## src/rtl/msa_pkg.sv

```systemverilog
// Purpose: Constants for the station address and group hash filter block.
// Assumes: APB slave, 32-bit data, byte addresses as printed.
// Notes:   Control register offset and pass-all bit position are local choices.
//
// How it works
// - Transmit enable bit 3 gates frame sending
// - Receive enable bit 2 gates frame reception
// - Upper address in low 16 bits, ones
// - Lower address 32 bits, reset all ones
// - Octets compared in reception byte order
// - Destination derived index picks hash bit
// - Index MSB picks register, five pick bit
// - Selected hash bit one accepts group frame
// - Pass-all bit accepts every group frame
// - Hash registers read-write, reset zero
// - Protect input keeps address through soft reset
package msa_pkg;
    // ------------------------------------------------------------------
    // Register map
    // ------------------------------------------------------------------
    localparam logic [11:0] MAC_CONTROL_OFS  = 12'h100;
    localparam logic [11:0] ADDR_UPPER_OFS   = 12'h104;
    localparam logic [11:0] ADDR_LOWER_OFS   = 12'h108;
    localparam logic [11:0] HASH_UPPER_OFS   = 12'h10c;
    localparam logic [11:0] HASH_LOWER_OFS   = 12'h110;
    // ------------------------------------------------------------------
    // Fields and resets
    // ------------------------------------------------------------------
    localparam int          RX_EN_BIT        = 2;
    localparam int          TX_EN_BIT        = 3;
    localparam int          PASS_ALL_BIT     = 19;
    localparam logic [15:0] ADDR_UPPER_RST   = 16'hffff;
    localparam logic [31:0] ADDR_LOWER_RST   = 32'hffffffff;
    localparam logic [31:0] HASH_RST         = 32'h00000000;
    localparam logic [31:0] CRC_INIT         = 32'hffffffff;
    localparam logic [31:0] CRC_POLY_REFL    = 32'hedb88320;
    localparam logic [2:0]  DEST_OCTETS      = 3'h6;
    typedef enum logic [1:0] {
        MSA_IDLE = 2'b00,
        MSA_DEST = 2'b01,
        MSA_BODY = 2'b10
    } msa_rx_state_e;
endpackage

```

## src/rtl/msa_crc_byte.sv

```systemverilog
// Purpose: One-octet step of the reflected CRC-32 used for hashing.
// Assumes: Octets arrive least significant bit first on the wire.
// Notes:   Pure combinational.
`timescale 1ns/100ps
module msa_crc_byte (
    input  wire logic [31:0] crc_in,
    input  wire logic [7:0]  octet,
    output logic      [31:0] crc_out
);
    always_comb begin
        logic [31:0] c;
        c = crc_in;
        for (int i = 0; i < 8; i++) begin
            if (c[0] ^ octet[i]) begin
                c = (c >> 1) ^ msa_pkg::CRC_POLY_REFL;
            end else begin
                c = c >> 1;
            end
        end
        crc_out = c;
    end
endmodule

```

## src/rtl/msa_filter.sv

```systemverilog
// Purpose: APB register bank plus destination address filter.
// Assumes: rx_sof marks the first destination octet; octets arrive on rx_valid.
// Notes:   Verdict is issued once, after the sixth destination octet.
//
// The APB register port was chosen for this implementation.
`timescale 1ns/100ps
module msa_filter (
    input  wire logic        ref_clk,
    input  wire logic        rst,
    input  wire logic        soft_rst,
    input  wire logic        reset_protect,
    input  wire logic        psel,
    input  wire logic        penable,
    input  wire logic        pwrite,
    input  wire logic [11:0] paddr,
    input  wire logic [31:0] pwdata,
    input  wire logic [3:0]  pstrb,
    output logic      [31:0] prdata,
    output logic             pready,
    output logic             pslverr,
    input  wire logic        tx_frame_ready,
    output logic             tx_frame_go,
    input  wire logic        rx_valid,
    input  wire logic        rx_sof,
    input  wire logic [7:0]  rx_data,
    output logic             rx_accept_en,
    output logic             filter_done,
    output logic             filter_pass,
    output logic             filter_unicast_hit,
    output logic             filter_group_hit,
    output logic      [5:0]  hash_index
);
    // ------------------------------------------------------------------
    // Register storage
    // ------------------------------------------------------------------
    logic                  transmit_enable;
    logic                  receive_enable;
    logic                  pass_all_group_frames;
    logic [15:0]           station_address_upper;
    logic [31:0]           station_address_lower;
    logic [31:0]           group_hash_upper;
    logic [31:0]           group_hash_lower;
    logic                  wr_en;
    logic                  rd_en;
    logic                  addr_hit;
    logic [31:0]           rd_mux;
    logic [31:0]           wmask;

    // ------------------------------------------------------------------
    // Bus handshake
    // ------------------------------------------------------------------
    // Zero wait states: every access completes in its first access cycle
    assign pready  = 1'b1;
    assign wr_en   = psel & penable & pwrite;
    // Read data is captured in the setup phase so that the flop output
    // already stands when the master samples it together with pready
    assign rd_en   = psel & ~penable & ~pwrite;

    always_comb begin
        for (int b = 0; b < 4; b++) begin
            wmask[b*8 +: 8] = {8{pstrb[b]}};
        end
    end

    // ------------------------------------------------------------------
    // Read decode
    // ------------------------------------------------------------------
    // Unmapped addresses read zero and flag an error
    always_comb begin
        addr_hit = 1'b1;
        rd_mux   = 32'h00000000;
        if (paddr == msa_pkg::MAC_CONTROL_OFS) begin
            rd_mux[msa_pkg::TX_EN_BIT]    = transmit_enable;
            rd_mux[msa_pkg::RX_EN_BIT]    = receive_enable;
            rd_mux[msa_pkg::PASS_ALL_BIT] = pass_all_group_frames;
        end else if (paddr == msa_pkg::ADDR_UPPER_OFS) begin
            rd_mux = {16'h0000, station_address_upper};
        end else if (paddr == msa_pkg::ADDR_LOWER_OFS) begin
            rd_mux = station_address_lower;
        end else if (paddr == msa_pkg::HASH_UPPER_OFS) begin
            rd_mux = group_hash_upper;
        end else if (paddr == msa_pkg::HASH_LOWER_OFS) begin
            rd_mux = group_hash_lower;
        end else begin
            addr_hit = 1'b0;
        end
    end

    assign pslverr = psel & penable & ~addr_hit;

    always_ff @(posedge ref_clk or posedge rst) begin
        if (rst) begin
            prdata <= 32'h00000000;
        end else if (rd_en) begin
            prdata <= rd_mux;
        end
    end

    // ------------------------------------------------------------------
    // Register writes
    // ------------------------------------------------------------------
    // Control bits are cleared by soft reset too
    always_ff @(posedge ref_clk or posedge rst) begin
        if (rst) begin
            transmit_enable       <= 1'b0;
            receive_enable        <= 1'b0;
            pass_all_group_frames <= 1'b0;
        end else if (soft_rst) begin
            transmit_enable       <= 1'b0;
            receive_enable        <= 1'b0;
            pass_all_group_frames <= 1'b0;
        end else if (wr_en && paddr == msa_pkg::MAC_CONTROL_OFS) begin
            if (pstrb[0]) begin
                transmit_enable <= pwdata[msa_pkg::TX_EN_BIT];
                receive_enable  <= pwdata[msa_pkg::RX_EN_BIT];
            end
            if (pstrb[2]) begin
                pass_all_group_frames <= pwdata[msa_pkg::PASS_ALL_BIT];
            end
        end
    end

    // Station address survives a soft reset while protection is on
    always_ff @(posedge ref_clk or posedge rst) begin
        if (rst) begin
            station_address_upper <= msa_pkg::ADDR_UPPER_RST;
            station_address_lower <= msa_pkg::ADDR_LOWER_RST;
        end else if (soft_rst) begin
            if (!reset_protect) begin
                station_address_upper <= msa_pkg::ADDR_UPPER_RST;
                station_address_lower <= msa_pkg::ADDR_LOWER_RST;
            end
        end else if (wr_en) begin
            if (paddr == msa_pkg::ADDR_UPPER_OFS) begin
                station_address_upper <= (station_address_upper & ~wmask[15:0])
                                       | (pwdata[15:0] & wmask[15:0]);
            end
            if (paddr == msa_pkg::ADDR_LOWER_OFS) begin
                station_address_lower <= (station_address_lower & ~wmask)
                                       | (pwdata & wmask);
            end
        end
    end

    always_ff @(posedge ref_clk or posedge rst) begin
        if (rst) begin
            group_hash_upper <= msa_pkg::HASH_RST;
            group_hash_lower <= msa_pkg::HASH_RST;
        end else if (soft_rst) begin
            group_hash_upper <= msa_pkg::HASH_RST;
            group_hash_lower <= msa_pkg::HASH_RST;
        end else if (wr_en) begin
            if (paddr == msa_pkg::HASH_UPPER_OFS) begin
                group_hash_upper <= (group_hash_upper & ~wmask) | (pwdata & wmask);
            end
            if (paddr == msa_pkg::HASH_LOWER_OFS) begin
                group_hash_lower <= (group_hash_lower & ~wmask) | (pwdata & wmask);
            end
        end
    end

    // ------------------------------------------------------------------
    // Transmit gate
    // ------------------------------------------------------------------
    // gate transmit start
    assign tx_frame_go  = transmit_enable & tx_frame_ready;
    assign rx_accept_en = receive_enable;

    // ------------------------------------------------------------------
    // Destination address filter
    // ------------------------------------------------------------------
    msa_pkg::msa_rx_state_e state;
    msa_pkg::msa_rx_state_e next_state;
    logic [2:0]            octet_cnt;
    logic [31:0]           crc;
    logic [31:0]           crc_step;
    logic [31:0]           crc_seed;
    logic                  match_so_far;
    logic                  group_bit;
    logic [7:0]            expect_octet;
    logic                  take;
    logic                  last_octet;
    logic                  match_now;
    logic [5:0]            idx;
    logic                  sel_bit;

    // Frames starting while receive is off are ignored entirely
    assign take       = rx_valid & receive_enable &
                        ((state == msa_pkg::MSA_DEST) | rx_sof);
    assign last_octet = take & (rx_sof ? 1'b0 : (octet_cnt == msa_pkg::DEST_OCTETS - 3'h1));
    assign crc_seed   = rx_sof ? msa_pkg::CRC_INIT : crc;

    always_comb begin
        case (rx_sof ? 3'h0 : octet_cnt)
            3'h0:    expect_octet = station_address_lower[7:0];
            3'h1:    expect_octet = station_address_lower[15:8];
            3'h2:    expect_octet = station_address_lower[23:16];
            3'h3:    expect_octet = station_address_lower[31:24];
            3'h4:    expect_octet = station_address_upper[7:0];
            default: expect_octet = station_address_upper[15:8];
        endcase
    end

    assign match_now = (rx_sof ? 1'b1 : match_so_far) & (rx_data == expect_octet);

    msa_crc_byte u_crc (
        .crc_in  (crc_seed),
        .octet   (rx_data),
        .crc_out (crc_step)
    );

    always_comb begin
        for (int i = 0; i < 6; i++) begin
            idx[i] = ~crc_step[31 - i];
        end
    end

    assign sel_bit = idx[5] ? group_hash_upper[idx[4:0]] : group_hash_lower[idx[4:0]];

    // ------------------------------------------------------------------
    // Frame state
    // ------------------------------------------------------------------
    always_comb begin
        next_state = state;
        case (state)
            msa_pkg::MSA_IDLE: begin
                if (take) begin
                    next_state = msa_pkg::MSA_DEST;
                end
            end
            msa_pkg::MSA_DEST: begin
                if (last_octet) begin
                    next_state = msa_pkg::MSA_BODY;
                end
            end
            msa_pkg::MSA_BODY: begin
                if (take) begin
                    next_state = msa_pkg::MSA_DEST;
                end
            end
            default: next_state = msa_pkg::MSA_IDLE;
        endcase
    end

    always_ff @(posedge ref_clk or posedge rst) begin
        if (rst) begin
            state <= msa_pkg::MSA_IDLE;
        end else if (!receive_enable) begin
            state <= msa_pkg::MSA_IDLE;
        end else begin
            state <= next_state;
        end
    end

    always_ff @(posedge ref_clk or posedge rst) begin
        if (rst) begin
            octet_cnt    <= 3'h0;
            crc          <= msa_pkg::CRC_INIT;
            match_so_far <= 1'b0;
            group_bit    <= 1'b0;
        end else if (take) begin
            octet_cnt    <= rx_sof ? 3'h1 : octet_cnt + 3'h1;
            crc          <= crc_step;
            match_so_far <= match_now;
            if (rx_sof) begin
                group_bit <= rx_data[0];
            end
        end
    end

    // ------------------------------------------------------------------
    // Verdict
    // ------------------------------------------------------------------
    always_ff @(posedge ref_clk or posedge rst) begin
        if (rst) begin
            filter_done        <= 1'b0;
            filter_pass        <= 1'b0;
            filter_unicast_hit <= 1'b0;
            filter_group_hit   <= 1'b0;
            hash_index         <= 6'h00;
        end else begin
            filter_done <= last_octet;
            if (last_octet) begin
                hash_index <= idx;
                filter_unicast_hit <= ~group_bit & match_now;
                filter_group_hit   <= group_bit & (sel_bit | pass_all_group_frames);
                filter_pass        <= group_bit ? (sel_bit | pass_all_group_frames)
                                                : match_now;
            end
        end
    end
endmodule

```

## config.mk

```make
export PLATFORM = sky130hd
export DESIGN_NAME = msa_filter
export DESIGN_NICKNAME = d
export VERILOG_FILES = /design/src/rtl/msa_pkg.sv /design/src/rtl/msa_crc_byte.sv /design/src/rtl/msa_filter.sv
export SDC_FILE = /design/constraint.sdc
export NUM_CORES = 1
export LEC_CHECK = 0
export BUFFER_PORTS_ARGS = -buffer_cell sky130_fd_sc_hd__buf_2
export CAP_MARGIN = 30
export CORE_ASPECT_RATIO = 0.6
export CORE_MARGIN = 1.5
export CORE_UTILIZATION = 30
export DETAILED_ROUTE_END_ITERATION = 10
export HOLD_SLACK_MARGIN = 0.1
export PLACE_DENSITY_LB_ADDON = 0.25
export SYNTH_ARGS = -nofsm -noshare
export SYNTH_HDL_FRONTEND = slang
export SYNTH_SLANG_ARGS = --single-unit
```

## constraint.sdc

```tcl
create_clock -name ref_clk -period 6.59 [get_ports ref_clk]
set_input_delay 0.9885 -clock ref_clk [delete_from_list [all_inputs] [get_ports ref_clk]]
set_output_delay 0.9885 -clock ref_clk [all_outputs]
set_load 0.02 [all_outputs]
```

==> impl_metrics.yaml, run 1 <==
outcome:
  outcome: "finished clean"
floorplan:
  io_pins: 112
  start_util_pct: 30.8
  dieArea_sq_um: 37400
  die_w_um: 249
  core_sq_um: 35300
  rows: 53
  die_height_um: 150
grt:
  grt_pass1_wl_mm: 59.7
  use_met2_pct: 28.2
  use_met1_pct: 33.2
  grt_pass1_vias: 9087
  grt_overflow_total: 0
  use_met3_pct: 7.07
  antenna_found_initial: 1
  grt.total_usage_pct: 21.5
  grt_max_degree: 84
  gr-max-usage-layer: "met1"
setup_path:
  setup.worst_path.class: "in -> reg"
  arrival_ps: 4590
  cp-end-kind: "flop"
  crit_required_ps: 6950
  r2r_slack_ps: 2920
  reg2reg_depth: 9
  critPathLaunchType: "input pin"
  r2r_start: "octet_cnt[0]$_DFFE_PP0P_"
  path_max_fanout: 38
  r2r_end: "filter_pass$_DFFE_PP0P_"
sta:
  tightest_slew_ps: 1010
  slew_violations: 0
  min_period_ps: 4230
  rsz0062_at_grt: "no"
  whs_ps: 469
  setup_violations: 0
  fmax_mhz: 236
  worst_slack_ps: 2360
  relSlewSlack_pct: 32.9
  fin_worst_skew_ps: 10.5
  period_share_pct: 64.2
  finalHoldViolCount: 0
  tns_ps: 0
logic_synthesis:
  syn-mean-instance-area_sq_um: 8.98
  synth-seq-cells: 196
  synth_top_area_share_pct: 26.7
  syn_nets: 1279
  synth_top_area_cell: "dfrtp_1"
  postSynth.asyncResetShare_pct: 100
  ys_warn_count: 0
  synth-main-ff-cell: "dfrtp_1"
  synth.distinct_cells: 65
  synth_edf_count: 0
  synth_area_leaders: "dfrtp_1 27%, dfstp_2 19%, nand2_1 7.5%"
  seq_area_frac_synth_pct: 46.0
  syn_inst: 1211
  syn_area_sq_um: 10900
clock_tree:
  path_clk_slew_ps: 80
  clock_sinks: 196
  cts_buffer_depth: 2
  cts_resized: 0
  cts_tree: "built"
  clk_latency_ps: 470
  root_buffer: "clkbuf_16"
  cts_hold_repair.buffers: 0
  cts_setup_buffers: 0
  cts_made_buffers: 17
  htree_levels: 4
placed_design:
  dp_slack_ps: 1910
  dpl_cell_area_sq_um: 11900
  hpwl_mm: 29.1
  io_buffers: 110
  gp_congestion: 0.950
min_path:
  min_path_cells: 2
  hold_path_end: "prdata[3]$_DFFE_PP0P_"
  holdCritStartpoint: "prdata[3]$_DFFE_PP0P_"
  hold_class: "reg -> reg"
drt:
  drc_errors: 0
  vias_per_cell: 5.39
  num_vias: 9465
  ant_nets: 0
  drt_iter0_drc: 1027
  dr.pass1.iters: 5
  wirelength_mm: 39.3
  wl_per_cell_um: 22.4
power_and_ir_drop:
  peakVddDrop_mv: 0.191
  p_total_mw: 2.71
  p_per_area_nw_per_um2: 218
  p_leak_nw: 4.98
cells_and_area:
  final_common_cell: "nand2_1"
  diodes: 0
  area_growth_pct: 14.4
  nets: 1344
  layout-drive-gt1-share_pct: 21.6
  fin_area_sq_um: 12400
  final_cell_mix: "215 x nand2_1, 129 x a21oi_1, 120 x nor2_1, 116 x dfrtp_1, 110 x buf_2"
job:
  max-cap-violations: 0
## cell usage after synthesis, drive strengths merged, types with 2 or more instances
master and count:
o211a 5, xor2 19, a31oi 4, nand3 47
nor3 22, mux2i 26, and2 7, o211ai 2
ha 2, clkbuf 62, a22oi 5, o2111ai 3
xnor3 2, inv 8, and4 3, or2 3
mux4 9, and3 3, a32oi 4, nand2 217
a22o 2, o22ai 5, dfrtp 116, o22a 43
mux2 6, xnor2 81, o21ai 87, nor2 124
a211oi 2, o32a 2, o31ai 16, nor4 8
nand3b 2, nor2b 11, nand2b 6, a311oi 4
a221oi 3, buf 20, a21oi 130, dfstp 80
## worst max-delay path: stages
cell and delay, ps:
buf_2 600, nor2_2 140, xnor2_2 600, xnor3_2 470, xnor2_1 590, o21ai_1 180, o211a_1 250, a2111o_1 490
o221a_1 260
## flip-flops by register name, summed over array words and instances (netlist names), 2 cells and up
register	flops
group_hash_lower	32
group_hash_upper	32
state	2
octet_cnt	3
prdata	32
station_address_lower	32
crc	32
station_address_upper	16
hash_index	6
## cell families (layout without fill, tap and decap cells)
family          after synthesis  after routing  synth area share, %
other cells                   1              1               0.0345
mux                          41             41                 4.88
fa+ha+maj                     2              2                0.230
compound gates              323            323                 18.3
xor+xnor                    102            102                 8.97
simple gates                456            456                 18.0
flops                       196            196                 46.0
buf+inv                      90            168                 3.57
## metrics by stage
stage                     cells  utilization [%]
after floorplan            1211                -
after CTS                  1756             35.2
final                      1756             35.2
after global placement     1721             33.3
after global routing       1756             35.2
after detailed placement   1724             33.5
## report_power, final
part	switching (mW)	leakage [nW]	internal (mW)
sequential	0.00905	2.46	1.21
combinational	0.239	2.23	0.136
clock	0.531	0.291	0.576
total	0.779	4.98	1.93
## worst max path at each step
stage,from,endpoint,slack (ps),cells after the start
global route,rx_sof,filter_pass$_DFFE_PP0P_,2140,9
floorplan,rst,filter_done$_DFF_PP0_,390,1
CTS,rx_sof,filter_pass$_DFFE_PP0P_,2410,9
global placement,rx_sof,filter_pass$_DFFE_PP0P_,2040,10
finish,rx_sof,filter_pass$_DFFE_PP0P_,2360,9
detailed placement,rx_sof,filter_pass$_DFFE_PP0P_,1910,9
## per-layer routing
layer	share of wire (%)	routed length, um
met1	50	19500
met5	0.031	12
met4	1.2	473
met2	38	15100
met3	11	4180
## layout make-up
| type | count | area, sq um |
|---|---|---|
| inverter | 8 | 37.5 |
| tap | 467 | 584 |
| multi-input combinational | 925 | 5500 |
| timing repair buffer | 128 | 729 |
| fill | 3673 | 22900 |
| clock buffer | 19 | 443 |
| clock inverter | 13 | 143 |
| sequential | 196 | 5000 |
No activity file was read; power rests on OpenSTA's default activity.
==> inputs of run 2 (changes only) <==
==> constraint.sdc (replaced) <==
create_clock -name ref_clk -period 4.25 [get_ports ref_clk]
set_input_delay 0.6375 -clock ref_clk [delete_from_list [all_inputs] [get_ports ref_clk]]
set_output_delay 0.6375 -clock ref_clk [all_outputs]
set_load 0.02 [all_outputs]
==> run 2 against run 1 <==
Against the previous run: critical path depth did not move; flip-flop and latch count did not move; first-iteration DRC count fell by 8.7%; power rose by 58%; clock-buffer cell count did not move; hold slack got worse by 300 ps; non-clock buffer count rose by 18; die area did not move; clock power rose by 58%; sequential share of layout area fell by 0.56 points; utilization rose by 0.50 points; design area rose by 1.4%.
==> impl_metrics.yaml, run 2 (same netlist as run 1, synthesis figures left out) <==
sta:
  rsz0062_at_grt: "no"
  finalHoldViolCount: 0
  worst_slack_ps: 804
  setup_violations: 0
  min_period_ps: 3450
  fin_worst_skew_ps: 13.9
  tightest_slew_ps: 919
  slew_violations: 0
  fmax_mhz: 290
  tns_ps: 0
  period_share_pct: 81.1
  relSlewSlack_pct: 38.5
floorplan:
  dieArea_sq_um: 37400
  io_pins: 112
  core_sq_um: 35300
  start_util_pct: 30.8
  die_w_um: 249
  die_height_um: 150
  rows: 53
power_and_ir_drop:
  p_per_area_nw_per_um2: 339
  power_frac_comb_pct: 14.6
  sequentialPowerShare_pct: 44.4
  power_switching_share_pct: 28.1
  p_sw_mw: 1.20
  p_leak_nw: 5.07
  peakVddDrop_mv: 0.321
  intPower_mw: 3.07
  pwr-share-clk_pct: 41.0
grt:
  grt.total_usage_pct: 21.4
  grt_overflow_total: 0
  grt_pass1_vias: 8966
  grt_pass1_wl_mm: 59.3
  antenna_found_initial: 0
  grt_max_degree: 73
setup_path:
  path_max_fanout: 13
  cpMaxStageDelayCell: "xnor2_2"
  setup.worst_path.class: "reg -> reg"
  arrival_ps: 3800
  r2r_end: "filter_pass$_DFFE_PP0P_"
  cp-endpoint: "filter_pass$_DFFE_PP0P_"
  cpLargestDelayFamily: "compound AO/OA/AOI/OAI gates"
  crit_required_ps: 4600
  critPathLaunchType: "flop"
  critical_path.cell_chain: "nor2_2, xnor2_2, xnor3_2, mux4_2, nand2_1, a41oi_1, o211a_1, a2111o_1, o221a_1"
  reg2reg_depth: 9
  r2r_slack_ps: 800
  cp-end-kind: "flop"
  r2r_start: "crc[5]$_DFFE_PP1P_"
  worst-path-buf-inv: 0
  worst-path-stages: 9
  startpoint: "crc[5]$_DFFE_PP1P_"
  cp_slowest_stage_delay_ps: 580
clock_tree:
  root_buffer: "clkbuf_16"
  clock_sinks: 196
  cts_buffer_depth: 2
  htree_levels: 4
  cts_hold_repair.buffers: 0
  clk_latency_ps: 470
  cts_resized: 0
  cts_setup_buffers: 0
  path_clk_slew_ps: 80
  cts_tree: "built"
  cts_made_buffers: 17
placed_design:
  hpwl_mm: 29.4
  io_buffers: 110
  gp_congestion: 0.936
  dp_slack_ps: 596
drt:
  wl_per_cell_um: 22.0
  drt_iter0_drc: 938
  dr.pass1.iters: 5
  ant_nets: 0
  wirelength_mm: 39.1
  drc_errors: 0
  vias_per_cell: 5.44
  num_vias: 9647
cells_and_area:
  diodes: 0
  area_growth_pct: 16.0
  nets: 1362
  final_cell_mix: "215 x nand2_1, 129 x a21oi_1, 120 x nor2_1, 116 x dfrtp_1, 110 x buf_2"
  layout-drive-gt1-share_pct: 22.6
  final_common_cell: "nand2_1"
outcome:
  outcome: "finished clean"
job:
  max-cap-violations: 0
min_path:
  hold_class: "in -> async"
## run 2: changes by cell type in the layout (fill, tap and decap cells not counted), sizes merged
cell,change
clkinvlp,+3
inv,-3
clkinv,-1
bufinv,+1
buf,+18
## run 2: worst min path at each step
stage	to	start
global route	group_hash_upper[12]$_DFFE_PP0P_	rst
floorplan	crc[14]$_DFFE_PP1P_	crc[14]$_DFFE_PP1P_
CTS	prdata[7]$_DFFE_PP0P_	rst
global placement	prdata[3]$_DFFE_PP0P_	prdata[3]$_DFFE_PP0P_
detailed placement	prdata[1]$_DFFE_PP0P_	prdata[1]$_DFFE_PP0P_
finish	group_hash_upper[12]$_DFFE_PP0P_	rst
## run 2: layer usage
| layer | share of wire (%) | wire length [um] | GRT usage (%) |
|---|---|---|---|
| met2 | 39 | 15100 | 28.0 |
| met4 | 1.3 | 513 | 5.18 |
| met5 | 0 | 0 | 0 |
| met3 | 11 | 4160 | 7.24 |
| met1 | 49 | 19300 | 32.9 |
## run 2: power by group through the flow
stage	sequential (mW)	clock (mW)	combinational, mW
floorplan	1.92	0	0.400
detailed placement	1.93	0	0.617
global placement	1.93	0	0.614
global route	1.90	1.86	0.674
finish	1.90	1.75	0.624
CTS	1.90	1.78	0.620
## run 2: layout make-up
cell class	count	area, sq um
clock inverters	13	173
repair buffers	146	878
inverters	8	33.8
clock buffers	19	443
multi-input cells	925	5500
well taps	467	584
fillers	3673	22700
flip-flops and latches	196	5000
## run 2: per-stage QoR
| step | power [mW] | util, % | cells | hold slack (ps) | cell area (sq um) |
|---|---|---|---|---|---|
| after global placement | 2.54 | 33.9 | 1741 | 457 | 12000 |
| after CTS | 4.30 | 35.7 | 1774 | 153 | 12600 |
| after floorplan | 2.32 | - | 1211 | 457 | 10900 |
| after global routing | 4.43 | 35.7 | 1774 | 172 | 12600 |
| final | 4.27 | 35.7 | 1774 | 168 | 12600 |
| after detailed placement | 2.55 | 33.9 | 1742 | 465 | 12000 |
